`src/core/vfp_pkg.sv`:
```
// Package for the regulator fault supervision block
package vfp_pkg;
  localparam logic [7:0] OFS_CFG = 8'h00;
  localparam logic [7:0] OFS_OCLIM = 8'h04;
  localparam logic [7:0] OFS_UVLIM = 8'h08;
  localparam logic [7:0] OFS_LIVE = 8'h0c;
  localparam logic [7:0] OFS_HIST = 8'h10;
  localparam logic [7:0] OFS_MASK = 8'h14;
  localparam logic [7:0] OFS_REL = 8'h18;
  localparam logic [7:0] OFS_STATE = 8'h1c;
  localparam int CFG_MARGIN = 0;
  localparam int CFG_RELEASE = 3;
  localparam int CFG_START = 4;
  localparam int CFG_GUARD = 6;
  localparam int CFG_UVADC = 7;
  localparam int CFG_DROOP = 8;
  localparam int CFG_OCMODE = 9;
  localparam int CFG_PHMODE = 11;
  localparam int CFG_BW = 13;
  localparam int OCL_SLOW = 8;
  localparam int F_OV = 0;
  localparam int F_UV = 1;
  localparam int F_FOC = 2;
  localparam int F_SOC = 3;
  localparam logic [31:0] CFG_RST = 32'h0000_0000;
  localparam logic [31:0] OCLIM_RST = 32'h00ff_ff3e;
  localparam logic [31:0] UVLIM_RST = 32'h0000_012c;
  localparam logic [31:0] REL_RST = 32'h0000_012c;
  localparam logic [12:0] MARGIN_STEP_MV = 13'h0032;
  localparam logic [12:0] UV_ADC_MV = 13'h00f8;
  localparam logic [12:0] START_TRIP_MV [4] = '{13'h09c4, 13'h04b0, 13'h04fb, 13'h0546};
  localparam logic [1:0] OCM_SHUT = 2'h0;
  localparam logic [1:0] OCM_HIC2 = 2'h1;
  localparam logic [1:0] OCM_HICINF = 2'h2;
  localparam logic [1:0] HIC_RETRIES = 2'h2;
  localparam int CLK_HZ = 10_000_000;
  localparam int SAMPLE_US = 100;
  localparam int SAMPLE_CYC = CLK_HZ / 1_000_000 * SAMPLE_US;
  localparam int HICCUP_MS = 20;
  localparam int HICCUP_CYC_DEF = CLK_HZ / 1000 * HICCUP_MS;
  localparam int SHIFT_BW0 = 14;

  typedef enum logic [1:0] {ST_RUN, ST_OFF, ST_SHUT} vfp_run_t;

  typedef struct packed {
    logic [11:0] vout_mv;
    logic [11:0] setpoint_mv;
    logic [11:0] droop_mv;
    logic [7:0] phase_amp_max;
    logic [15:0] total_amp;
    logic uv_cmp;
    logic enabled;
    logic soft_start;
    logic vid_moving;
    logic vid_down;
  } vfp_sense_t;

  typedef struct packed {
    logic lowside_on;
    logic switching;
    logic restart;
    logic shutdown;
  } vfp_drive_t;
endpackage : vfp_pkg

```
`src/core/vfp_fault.sv`:
```
// Fault supervision with AHB-Lite register slave
//
// Register access over AHB-Lite and the address map were chosen for this implementation.
`timescale 1ns/1ns
`default_nettype none
module vfp_fault
  import vfp_pkg::*;
#(
  parameter int HICCUP_CYC = HICCUP_CYC_DEF
)(
  input wire logic hclk,
  input wire logic hresetn,
  input wire logic hsel,
  input wire logic [31:0] haddr,
  input wire logic [1:0] htrans,
  input wire logic hwrite,
  input wire logic [2:0] hsize,
  input wire logic [31:0] hwdata,
  input wire logic hready,
  output logic hreadyout,
  output logic hresp,
  output logic [31:0] hrdata,
  input wire vfp_sense_t sense,
  output vfp_drive_t drive,
  output logic irq
);
  typedef struct packed {
    logic [31:0] cfg;
    logic [31:0] oclim;
    logic [31:0] uvlim;
    logic [31:0] rel;
    logic [3:0] mask;
    logic [3:0] hist;
    logic [3:0] live;
    logic ov_hold;
    vfp_run_t run;
    logic [1:0] retries;
    logic [31:0] timer;
    logic [15:0] tick;
    logic [31:0] avg;
    logic wr_pend;
    logic [7:0] wr_addr;
    logic [31:0] rdata;
    vfp_drive_t drv;
  } vfp_state_t;

  vfp_state_t s;
  vfp_state_t next_s;

  logic [12:0] ov_level;
  logic [12:0] uv_level;
  logic [12:0] vout;
  logic [8:0] oc_level;
  logic ov_active;
  logic oc_active;
  logic ov_now;
  logic uv_now;
  logic foc_now;
  logic soc_now;
  logic trip;
  logic [3:0] events;
  logic [4:0] bw_shift;
  logic [31:0] sample;
  logic [31:0] wmask;
  logic take;

  always_comb
  begin
    vout = {1'b0, sense.vout_mv};
    // Trip level relative to setpoint, absolute while soft-starting
    if (sense.soft_start)
    begin
      ov_level = START_TRIP_MV[s.cfg[CFG_START +: 2]];
    end
    else
    begin
      ov_level = {1'b0, sense.setpoint_mv}
        + 13'(MARGIN_STEP_MV * 13'({10'h000, s.cfg[CFG_MARGIN +: 3]} + 13'h0001));
    end
    ov_active = (sense.enabled || s.cfg[CFG_GUARD]) && !sense.vid_down;
    ov_now = ov_active && (vout > ov_level);
    // Comparator path subtracts margin and optionally droop
    uv_level = {1'b0, sense.setpoint_mv} - {1'b0, s.uvlim[11:0]}
      - (s.cfg[CFG_DROOP] ? {1'b0, sense.droop_mv} : 13'h0000);
    if (s.cfg[CFG_UVADC])
    begin
      uv_now = sense.enabled && (vout < UV_ADC_MV);
    end
    else
    begin
      // Digital compare backs up the comparator; a wrapped level never trips
      uv_now = sense.enabled && !sense.soft_start
        && (sense.uv_cmp || (!uv_level[12] && (vout < uv_level)));
    end
    // Phase mode 1 doubles, 2 quadruples the per-phase limit
    oc_level = {3'b000, s.oclim[5:0]} << s.cfg[CFG_PHMODE +: 2];
    oc_active = sense.enabled && !sense.soft_start && !sense.vid_moving;
    foc_now = oc_active && ({1'b0, sense.phase_amp_max} > oc_level);
    soc_now = oc_active && (s.avg[31:16] > s.oclim[OCL_SLOW +: 16]);
    trip = uv_now || foc_now || soc_now;
    events = {soc_now, foc_now, uv_now, ov_now};
    bw_shift = 5'(SHIFT_BW0) - {2'b00, s.cfg[CFG_BW +: 3]};
    sample = {sense.total_amp, 16'h0000};
    wmask = 32'hffff_ffff;
  end

  assign take = hsel && hready && htrans[1];

  always_comb
  begin
    next_s = s;
    next_s.drv.restart = 1'b0;
    next_s.live = events;
    next_s.hist = s.hist | events;
    // Averaging filter, one step per sample tick
    if (s.tick == 16'(SAMPLE_CYC - 1))
    begin
      next_s.tick = 16'h0000;
      if (sample >= s.avg)
      begin
        next_s.avg = s.avg + ((sample - s.avg) >> bw_shift);
      end
      else
      begin
        next_s.avg = s.avg - ((s.avg - sample) >> bw_shift);
      end
    end
    else
    begin
      next_s.tick = s.tick + 16'h0001;
    end
    // Low-side clamp: latch forever or hold until below release
    if (ov_now)
    begin
      next_s.ov_hold = 1'b1;
    end
    else if (s.cfg[CFG_RELEASE] && (vout < {1'b0, s.rel[11:0]}))
    begin
      next_s.ov_hold = 1'b0;
    end
    case (s.run)
      ST_RUN:
      begin
        if (trip)
        begin
          case (s.cfg[CFG_OCMODE +: 2])
            OCM_HICINF:
            begin
              next_s.run = ST_OFF;
              next_s.timer = 32'h0000_0000;
            end
            OCM_HIC2:
            begin
              if (s.retries == HIC_RETRIES)
              begin
                next_s.run = ST_SHUT;
              end
              else
              begin
                next_s.run = ST_OFF;
                next_s.retries = s.retries + 2'h1;
                next_s.timer = 32'h0000_0000;
              end
            end
            default:
            begin
              next_s.run = ST_SHUT;
            end
          endcase
        end
      end
      ST_OFF:
      begin
        // Off time lets the stage cool before a fresh soft-start
        if (s.timer == 32'(HICCUP_CYC - 1))
        begin
          next_s.run = ST_RUN;
          next_s.drv.restart = 1'b1;
        end
        else
        begin
          next_s.timer = s.timer + 32'h0000_0001;
        end
      end
      ST_SHUT:
      begin
        next_s.run = ST_SHUT;
      end
      default:
      begin
        next_s.run = ST_SHUT;
      end
    endcase
    next_s.drv.lowside_on = next_s.ov_hold;
    next_s.drv.switching = (next_s.run == ST_RUN) && !next_s.ov_hold;
    next_s.drv.shutdown = (next_s.run == ST_SHUT);
    // Register bus, write data phase
    if (s.wr_pend)
    begin
      case (s.wr_addr)
        OFS_CFG: next_s.cfg = hwdata & wmask;
        OFS_OCLIM: next_s.oclim = hwdata;
        OFS_UVLIM: next_s.uvlim = hwdata;
        OFS_REL: next_s.rel = hwdata;
        OFS_MASK: next_s.mask = hwdata[3:0];
        // Write-one clear; a fault in the same cycle wins
        OFS_HIST: next_s.hist = (s.hist & ~hwdata[3:0]) | events;
        default:
        begin
        end
      endcase
    end
    next_s.wr_pend = take && hwrite;
    next_s.wr_addr = {haddr[7:2], 2'b00};
    if (take && !hwrite)
    begin
      case ({haddr[7:2], 2'b00})
        OFS_CFG: next_s.rdata = s.cfg;
        OFS_OCLIM: next_s.rdata = s.oclim;
        OFS_UVLIM: next_s.rdata = s.uvlim;
        OFS_LIVE: next_s.rdata = {28'h000_0000, s.live};
        OFS_HIST: next_s.rdata = {28'h000_0000, s.hist};
        OFS_MASK: next_s.rdata = {28'h000_0000, s.mask};
        OFS_REL: next_s.rdata = s.rel;
        OFS_STATE: next_s.rdata = {26'h000_0000, s.retries, 2'(s.run), s.ov_hold, 1'b0};
        default: next_s.rdata = 32'h0000_0000;
      endcase
    end
  end

  always_ff @(posedge hclk or negedge hresetn)
  begin
    if (!hresetn)
    begin
      s <= '0;
      s.cfg <= CFG_RST;
      s.oclim <= OCLIM_RST;
      s.uvlim <= UVLIM_RST;
      s.rel <= REL_RST;
      s.run <= ST_RUN;
    end
    else
    begin
      s <= next_s;
    end
  end

  assign hreadyout = 1'b1;
  assign hresp = 1'b0;
  assign hrdata = s.rdata;
  assign drive = s.drv;
  assign irq = |(s.hist & s.mask);
endmodule : vfp_fault
`default_nettype wire

```
`config.mk`:
```
export PLATFORM = sky130hd
export DESIGN_NAME = vfp_fault
export DESIGN_NICKNAME = d
export VERILOG_FILES = /design/src/core/vfp_pkg.sv /design/src/core/vfp_fault.sv
export SDC_FILE = /design/constraint.sdc
export NUM_CORES = 1
export LEC_CHECK = 0
export BUFFER_PORTS_ARGS = -buffer_cell sky130_fd_sc_hd__buf_2
export CORE_MARGIN = 2
export CORE_UTILIZATION = 67
export DETAILED_ROUTE_END_ITERATION = 12
export GPL_ROUTABILITY_DRIVEN = 0
export PLACE_DENSITY_LB_ADDON = 0.15
export REMOVE_ABC_BUFFERS = 1
export SYNTH_ARGS = -nofsm -noshare
export SYNTH_HDL_FRONTEND = slang
export SYNTH_SLANG_ARGS = --single-unit
```
`constraint.sdc`:
```
create_clock -name hclk -period 11.7 [get_ports hclk]
set_input_delay 0 -clock hclk [delete_from_list [all_inputs] [get_ports hclk]]
set_output_delay 0 -clock hclk [all_outputs]
set_load 0.02 [all_outputs]
```
; Word level (Yosys, flattened, before mapping)
; Index checks and enable logic that the tools add are counted.
[word_totals]
reg_bits = 267
out_inout_bits = 39
elab_cells = 136
[classes]
addsub = 12
mul = 1
order_cmp = 8
n_eq_ne = 23
n_shift = 3
n_mux = 25
bitwise_logic = 7
n_reduce_logical = 38
[op_table]
columns = cell, count
row1 = $pmux W32 S8, 1
row2 = $pmux W32 S2, 2
row3 = $sub A32 B32 Y32, 3
row4 = $mux W32, 2
row5 = $shr A32 B5 Y32, 2
row6 = $eq A6 B3 Y1 const B, 7
row7 = $mux W13, 3
row8 = $mux W36, 1
row9 = $mux W34, 1
row10 = $add A32 B1 Y32 const B, 1
row11 = $add A32 B32 Y32, 1
row12 = $eq A32 B18 Y1 const B, 1
row13 = $ge A32 B32 Y1, 1
row14 = $bmux W13 S2, 1
row15 = $eq A6 B2 Y1 const B, 3
row16 = $add A16 B1 Y16 const B, 1
row17 = $eq A16 B10 Y1 const B, 1
row18 = $gt A16 B16 Y1, 1
row19 = $mux W16, 1
row20 = $logic_and A1 B1 Y1, 15
row21 = $add A12 B10 Y13, 1
row22 = $gt A12 B13 Y1, 1
row23 = $lt A12 B13 Y1, 1
row24 = $sub A12 B12 Y13, 1
row25 = 36 further kinds, 64

; Longest topological paths before layout
; Gate-level depths: netlist (run 1).
[depth]
word_depth = 13
depth_mapped = 30
depth_no_buf = 29

; Worst setup path before layout (run 1)
; OpenSTA, ideal clock, no wires.
[synth_timing]
path_kind = reg-to-reg
from = reg s[61] (netlist bit)
to = reg s[76] (netlist bit)
t_arrival_ps = 6076
setup_slack_ps = 5495
stages_incl_launch_ff = 30
path_buffers = 1
synth_period_minus_slack_ps = 6205
cell_sequence = dfrtp_1 inv_1 ha_1 inv_1 fa_1 xor2_1 o21ai_0 o31a_1 nand2_1 mux2_2 a221o_1 nand4b_4 nor3_2 and4b_1 buf_4 a211oi_1 or2_2 ha_1 a21o_1 a21o_1 a21oi_1 o21ai_0 o21ai_0 a21oi_1 a2111oi_0 o21ai_0 a21oi_1 or3_1 a21boi_1 a2111o_1
[synth_via]
elab_chain_cells = 4
elab_cells_between_ends = 8
classes_between = add/sub: 4 / order compare: 1 / shift: 2 / mux: 1
[synth_rtl]
columns = element, line
row1 = start: declaration, vfp_fault.sv:47  ; vfp_state_t s;
row2 = start signal: assignment, vfp_fault.sv:244  ; s <= next_s;
row3 = "$sub A32 B32 Y32, on equally long branches", "vfp_fault.sv:125, vfp_fault.sv:121"
row4 = "$shr A32 B5 Y32, on equally long branches", "vfp_fault.sv:125, vfp_fault.sv:121"
row5 = $sub A32 B32 Y32 or $add A32 B32 Y32 (tied branches), "vfp_fault.sv:125, vfp_fault.sv:121"
row6 = $mux W32 (*), vfp_fault.sv:119  ; if (sample >= s.avg)
; Mark *: on every way between the ends. The rest lies on a longest branch, timed or not.
; A chain may end at the register's enable or synchronous reset.

; Worst setup path in the final report (run 1)
[layout_timing]
from = reg s[252] (netlist bit)
to = reg s[76] (netlist bit)
[layout_via]
elab_chain_cells = 4
elab_cells_between_ends = 6
classes_between = add/sub: 3 / shift: 2 / mux: 1
[layout_rtl]
columns = element, line
row1 = $sub A4 B3 Y5 (*), vfp_fault.sv:102  ; bw_shift = 5'(SHIFT_BW0) - {2'b00, s.cfg[CFG_BW +: 3]};
row2 = "$shr A32 B5 Y32, on equally long branches", "vfp_fault.sv:125, vfp_fault.sv:121"
row3 = $sub A32 B32 Y32 or $add A32 B32 Y32 (tied branches), "vfp_fault.sv:125, vfp_fault.sv:121"
row4 = $mux W32 (*), vfp_fault.sv:119
; Marks and branches as above.

==> metrics, run 1 <==
Ys Warns=0; share of cells above drive strength 1=0.160; Crit Path Category=register to register; Cell Rows=between 60 and 70; vias in the first global route=20759; outcome=finished clean; Area after DPL=around 0.024 mm^2; DR WL/cell=approximately 20 um; TritonCTS clock tree=yes; global-route wire length before repair=105000 um; Max Clock Skew=roughly 8.4 ps; CTS Root Cell=clkbuf_16; Synth Cell Area=roughly 0.023 mm^2; final antenna-violating net count=0; adder-cell share of the synthesized area=0.102; Synth Area in Simple Gates=0.172; Leak=~11 nW; area share of the largest cell type after synthesis=0.260; EDFF count, synth=0; Crit path required time=roughly 12000 ps; final-layout fill cell count=roughly 2500; Gate Count Post-Synth=2675; routed vias/inst=6.61; RSZ-0062 raised after global routing=no; worst-margin pin slew=about 990 ps; CTS resizes=0; core area=0.0336 mm^2; fmax=between 100 and 150 MHz; vias=21163; 1st-iter DRT viols=2013; Yosys reg bits=between 200 and 300; CP Max Fanout=55; Worst Path Arrival=around 8700 ps; mux cell area share after synthesis=0.105; full die area=roughly 0.036 mm^2; DRC violations left=0; clk_lat worst skew=540 ps; most area-consuming cells after synthesis=dfrtp_1 26%, ha_1 8.9%, mux2_2 6.2%, o21ai_0 5.4%, nand2_1 4.9%; xor/xnor share of the synthesized area=0.0508; max_cap viols=0; critical path startpoint category=register; Fin Setup TNS=0 ps; minimum clock period=a little over 8000 ps; reg-to-reg slack, setup=~3400 ps; async set-or-reset flop fraction in the synthesized netlist=1.00; H-tree depth=1; syn avg cell area=approximately 8.6 um^2; DP Worst Slack=about 3700 ps; Max clock buf depth=3; Tcrit/Tclk final=0.705; Hold WC Path Type=input pin to register; VDD IR-drop max=0.111 mV; Seq/Total Area, Yosys=0.293; clock sink total=about 270; Distinct cells, synth=approximately 110; post-layout util=0.739; number of buffers created by CTS=27; Buffers on Ports=about 150; Area growth, synth to finish=8.46%; Hold Vio Cnt, Final=0; design area=0.0248 mm^2; post-detail-place hpwl=around 47000 um; Die Wd=between 150 and 200 um; largest family of logic cells by synthesized area=compound AO/OA/AOI/OAI gates; Synth area leader=dfrtp_1; clk slew on worst S/H paths=approximately 60 ps; Final Worst Setup Slack=3450 ps; initial core utilization=0.681; gr usage total=0.360; DR pass1 iterations=6; final count of negative-setup-slack endpoints=0; Main synth FF type=dfrtp_1; Cell Pwr Density=~110 mW/mm^2; post-CTS setup buffer count=0; initial antenna violation count=1; Ports=roughly 180; max-slew violations=0; Worst slew margin=0.335; largest net degree at the start of global routing=134; Die Y=~190 um; Synth Area in Compound Gates=0.216; total wire length=approximately 65000 um; fin nets=3050; Worst setup EP type=register; grt ovf=0
-- critical path, stage by stage, from the launching register on --
cell and delay (ps):
dfrtp_1 510, ha_2 810, buf_4 640, mux2_2 420, nand2_1 100, o2111ai_1 180, a221oi_1 610, and3_1 310
nand3_2 160, nor4_1 450, nand4b_1 320, xor2_1 220, nor2_1 100, a21oi_1 60, ha_1 360, a21o_1 200
a21o_1 160, a21oi_1 130, o21ai_0 120, o21ai_0 270, a21oi_1 140, a2111oi_0 650, o21ai_0 190, a21oi_1 380
or3_1 180, a21boi_1 60, a2111o_1 380
-- kinds of logic after synthesis --
| kind of cell | after synthesis |
|---|---|
| multiplexers | 217 |
| buffers and inverters | 311 |
| other | 2 |
| XOR/XNOR | 132 |
| flip-flops | 267 |
| adder cells (fa/ha/maj) | 178 |
| AND/OR/NAND/NOR | 812 |
| AO/OA/AOI/OAI | 756 |
-- Yosys cell counts (all sizes together), types with 64 or more instances --
master,n
ha,163
nand2,300
nand3,66
mux2,128
xor2,64
mux2i,83
buf,94
clkbuf,92
dfrtp,238
xnor2,68
a21oi,151
o21ai,254
inv,124
nor2,186
-- sequential cells by signal, summed over array words and instances, names as in the netlist --
name / flops
s: 231
drive: 4
hrdata: 32
-- stage by stage --
step	hold slack, ps	total power, W	instances
global placement	148	0.00172	3109
finish	32.1	0.00261	3203
floorplan	-296	0.00153	2490
global route	58.3	0.00274	3202
CTS	12.6	0.00260	3202
detailed placement	155	0.00175	3109
-- layer usage --
metal  vias to the layer above  track usage  routed length [um]
met1                     10110        0.449               25700
li1                       9720            -                   -
met4                         0        0.184                3590
met5                         -            0                   0
met3                       295       0.0402                4550
met2                      1038        0.620               31100
-- placed cells by master (no fill, tap or decap), types with 17 or more instances in the layout --
master / instances
buf_2: 144
xnor2_1: 67
nand4_1: 21
a211oi_1: 23
and3_1: 35
buf_4: 26
a31oi_1: 18
inv_1: 124
nand3_1: 63
nor3_1: 49
o21a_1: 36
nand2b_1: 27
xor2_1: 63
a22oi_1: 42
a21o_1: 44
dfstp_2: 29
ha_1: 162
nand2_1: 299
or3_1: 18
a21oi_1: 146
dlygate4sd3_1: 43
dfrtp_1: 237
mux2_2: 127
clkbuf_16: 27
nor2_1: 184
mux2i_1: 83
o21ai_0: 245
nor2b_1: 17
-- cell type report --
cell class / instances / area [um^2] / area share
clock buffer: 40 / 774 / 0.0312
multi-input combinational: 2098 / 14900 / 0.598
inverter: 125 / 469 / 0.0189
tap: 448 / 561 / 0.0226
timing repair buffer: 214 / 1360 / 0.0548
antenna: 1 / 2.50 / 0.000101
clock inverter: 10 / 92.6 / 0.00373
sequential: 267 / 6720 / 0.271
-- report_power, final --
part           internal (W)  switching [W]
clock network      0.000483       0.000362
registers          0.000978      0.0000518
logic              0.000294       0.000444
total               0.00175       0.000857
-- worst paths after layout --
path,start,to,cells after the start
max in group asynchronous,hresetn,s[84]$_DFF_PN0_,3
hold / removal,sense[52],s[130]$_DFF_PN0_,4
setup / recovery,s[252]$_DFFE_PN0P_,s[76]$_DFFE_PN0N_,26
hold reg to reg,hrdata[30]$_DFFE_PN0P_,hrdata[30]$_DFFE_PN0P_,2
setup reg to reg,s[252]$_DFFE_PN0P_,s[76]$_DFFE_PN0N_,26
min in group asynchronous,hresetn,s[174]$_DFFE_PN0P_,2
-- timing repair --
item                                    4_1_cts  5_1_grt
endpoints found under the setup margin        0        0
hold buffers                                 43        0
hold endpoints to repair                    265        0
Power figures use the tool's default switching activity.
==> inputs of run 2 (changes only) <==
ABC_AREA = 1   (was unset)
CORE_UTILIZATION = 62   (was 67)
clock period = 8 ns   (was 11.7 ns; I/O delays follow)
==> metrics, run 2 <==
adder-cell share of the synthesized area=0.101 (-0.000940); final-layout fill cell count=3139 (+25%); Largest stage delay, worst path=740 ps (-70 ps); Reg power frac=0.351 (-0.043); met2 usage=0.546 (-0.0739); xor/xnor share of the synthesized area=0.0299 (-0.0209); crit path max-delay cell type=inv_2; Tcrit/Tclk final=0.827 (+0.122); DR WL/cell=17.5 um (-14%); most frequent cell after synthesis=nand2_1; Hold WC Path Type=input pin to register; Synth area leader=dfrtp_1; syn avg cell area=6.82 um^2 (-20%); design area=0.0253 mm^2 (+1.9%); final count of negative-setup-slack endpoints=0 (unchanged); Area after DPL=0.0238 mm^2 (+1.2%); final antenna-violating net count=0 (unchanged); TritonCTS clock tree=yes; Ports=178 (unchanged); largest family of logic cells by synthesized area=simple AND/OR/NAND/NOR gates; switching share of power=0.351 (+0.0229); Worst setup EP type=register; post-CTS setup buffer count=0 (unchanged); Synth Area in Compound Gates=0.149 (-0.0663); H-tree depth=1 (unchanged); DR pass1 iterations=8 (+2); 1st-iter DRT viols=2689 (+34%); Gate Count Post-Synth=3387 (+27%); VDD IR-drop max=0.204 mV (+84%); max_cap viols=0 (unchanged); largest net degree at the start of global routing=156 (+16%); outcome=finished clean; fmax=151 MHz (+25%); clk_lat worst skew=570 ps (+30 ps); core area=0.0367 mm^2 (+9.2%); CP Max Fanout=62 (+13%); vias=23865 (+13%); async set-or-reset flop fraction in the synthesized netlist=1.00 (unchanged); Crit Path Category=register to register; Area growth, synth to finish=9.56%; number of buffers created by CTS=28 (+3.7%); post-layout util=0.690 (-0.0489); Tot Pwr=0.00409 W (+57%); global-route wire length before repair=112000 um (+6.8%); most flop-heavy register=s; most area-consuming cells after synthesis=dfrtp_1 26%, nand2_1 14%, ha_1 8.8%, nand3_1 7.9%, o21ai_0 6.7%; clk slew on worst S/H paths=60 ps (about the same); internal power=0.00265 W (+51%); max-slew violations=0 (unchanged); Seq/Total Area, Yosys=0.291 (-0.00270); initial core utilization=0.630 (-0.0514); RSZ-0062 raised after global routing=no; GR Util met3=0.0451 (+0.00485); critical path startpoint category=register; most common cell after layout, fill and taps aside=nand2_1; Final Worst Setup Slack=1380 ps (-2070 ps); Comb power frac=0.313 (+0.031); Clock Power Share=0.336 (+0.013); initial antenna violation count=0 (-1); CTS Root Cell=clkbuf_16; Synth Cell Area=0.0231 mm^2 (+0.93%); post-detail-place hpwl=51700 um (+11%); Worst slew margin=0.234 (-0.100); Main synth FF type=dfrtp_1; Fin Setup TNS=0 ps (unchanged); Leak=13.4 nW (+19%); Yosys reg bits=267 (unchanged); fin nets=3793 (+24%); Worst Path Arrival=7030 ps (-1640 ps); Cell Pwr Density=162 mW/mm^2 (+54%); vias in the first global route=22137 (+6.6%); Crit path required time=8410 ps (-3710 ps); ant diodes=0 (-1); CTS resizes=0 (unchanged); minimum clock period=6620 ps (-1630 ps); routed vias/inst=6.02 (-8.9%); Max clock buf depth=3 (unchanged); gr usage total=0.355 (-0.00452); Synth Area in Simple Gates=0.326 (+0.154); full die area=0.0388 mm^2 (+8.9%); GR peak layer=met2; Buffers on Ports=145 (unchanged); grt ovf=0 (unchanged); max FFs per register=231 (unchanged); Die Y=197 um (+4.3%); DP Worst Slack=1710 ps (-1960 ps); crit-path most repeated cell=nor2_4; EDFF count, synth=0 (unchanged); Multi-input gate area=0.0141 mm^2 (-5.1%); Ys Warns=0 (unchanged); clock sink total=267 (unchanged); most frequent cells in the layout=883 x nand2_1, 384 x inv_1, 363 x nand3_1; mux cell area share after synthesis=0.00217 (-0.103); Distinct cells, synth=70 (-38%); share of cells above drive strength 1=0.109 (-0.0509); DRC violations left=0 (unchanged); grt met1 use=0.510 (+0.0607); Hold Vio Cnt, Final=0 (unchanged); sw power=0.00144 W (+68%); Die Wd=197 um (+4.3%); area share of the largest cell type after synthesis=0.258 (-0.00239); most frequent cells after synthesis=887 x nand2_1, 384 x inv_1, 363 x nand3_1; Cell Rows=70 (+4.5%); worst-margin pin slew=1150 ps (+157 ps); Max Clock Skew=28.2 ps (+19.8 ps); total wire length=69300 um (+6.7%); Reg area=0.00672 mm^2 (unchanged)
## run 2: cell count changes in the layout (fill, tap and decap cells not counted), sizes merged, moves of 77 or more
cell,delta
o21ai,+77
nand3,+317
mux2i,-78
mux2,-128
inv,+279
nand2,+611
## run 2: stage by stage
stage          cells  hold slack [ps]
3_3_place_gp    3861              113
2_1_floorplan   3229             -296
3_5_place_dp    3861              117
6_report        3966             62.9
4_1_cts         3966             12.1
5_1_grt         3966             97.0
## run 2: final timing paths
| path | start | endpoint | slack, ps | depth (start not counted) |
|---|---|---|---|---|
| setup / recovery | s[251]$_DFFE_PN0P_ | s[73]$_DFFE_PN0N_ | 1380 | 29 |
| setup reg to reg | s[251]$_DFFE_PN0P_ | s[73]$_DFFE_PN0N_ | 1380 | 29 |
| max in group asynchronous | hresetn | s[70]$_DFFE_PN0N_ | 6600 | 3 |
| hold / removal | sense[0] | s[134]$_DFF_PN0_ | 60 | 6 |
| hold reg to reg | s[125]$_DFFE_PN0P_ | s[125]$_DFFE_PN0P_ | 470 | 2 |
| min in group asynchronous | hresetn | hrdata[24]$_DFFE_PN0P_ | 70 | 2 |
## run 2: per-layer routing
layer  part of all wire  wire length [um]
met1               0.43             29600
met2               0.43             30100
met3              0.098              6780
met4              0.041              2830
met5                  0                 0
## run 2: kinds of logic after synthesis
family	after synthesis
flip-flops	267
XOR/XNOR	79
buffers and inverters	563
other	2
AO/OA/AOI/OAI	603
adder cells (fa/ha/maj)	178
AND/OR/NAND/NOR	1690
multiplexers	5
## run 2: critical path: cells and delay by family, from the launching register on
| family | cells | cell delay, ps |
|---|---|---|
| flops | 1 | 340 |
| fa+ha+maj | 2 | 730 |
| compound gates | 7 | 2070 |
| simple gates | 16 | 1980 |
| buf+inv | 3 | 1150 |
| xor+xnor | 1 | 160 |
## run 2: power by group through the flow
stage / logic (W) / clock network (W) / registers [W]
3_3_place_gp: 0.00119 / 0 / 0.00146
6_report: 0.00128 / 0.00137 / 0.00144
5_1_grt: 0.00143 / 0.00144 / 0.00144
4_1_cts: 0.00125 / 0.00139 / 0.00144
2_1_floorplan: 0.000876 / 0 / 0.00147
3_5_place_dp: 0.00122 / 0 / 0.00146
## run 2: area by class of cell
cell class,count,area share
Multi-Input combinational cell,2558,0.557
Sequential cell,267,0.265
Tap cell,468,0.0231
Inverter,404,0.0599
Clock buffer,33,0.0296
Timing Repair Buffer,217,0.0561
Clock inverter,19,0.00904
## run 2: timing repair
| action | in CTS | in global routing |
|---|---|---|
| endpoints found under the setup margin | 0 | 0 |
| hold buffers | 53 | 0 |
| endpoints found under the hold margin | 261 | 0 |
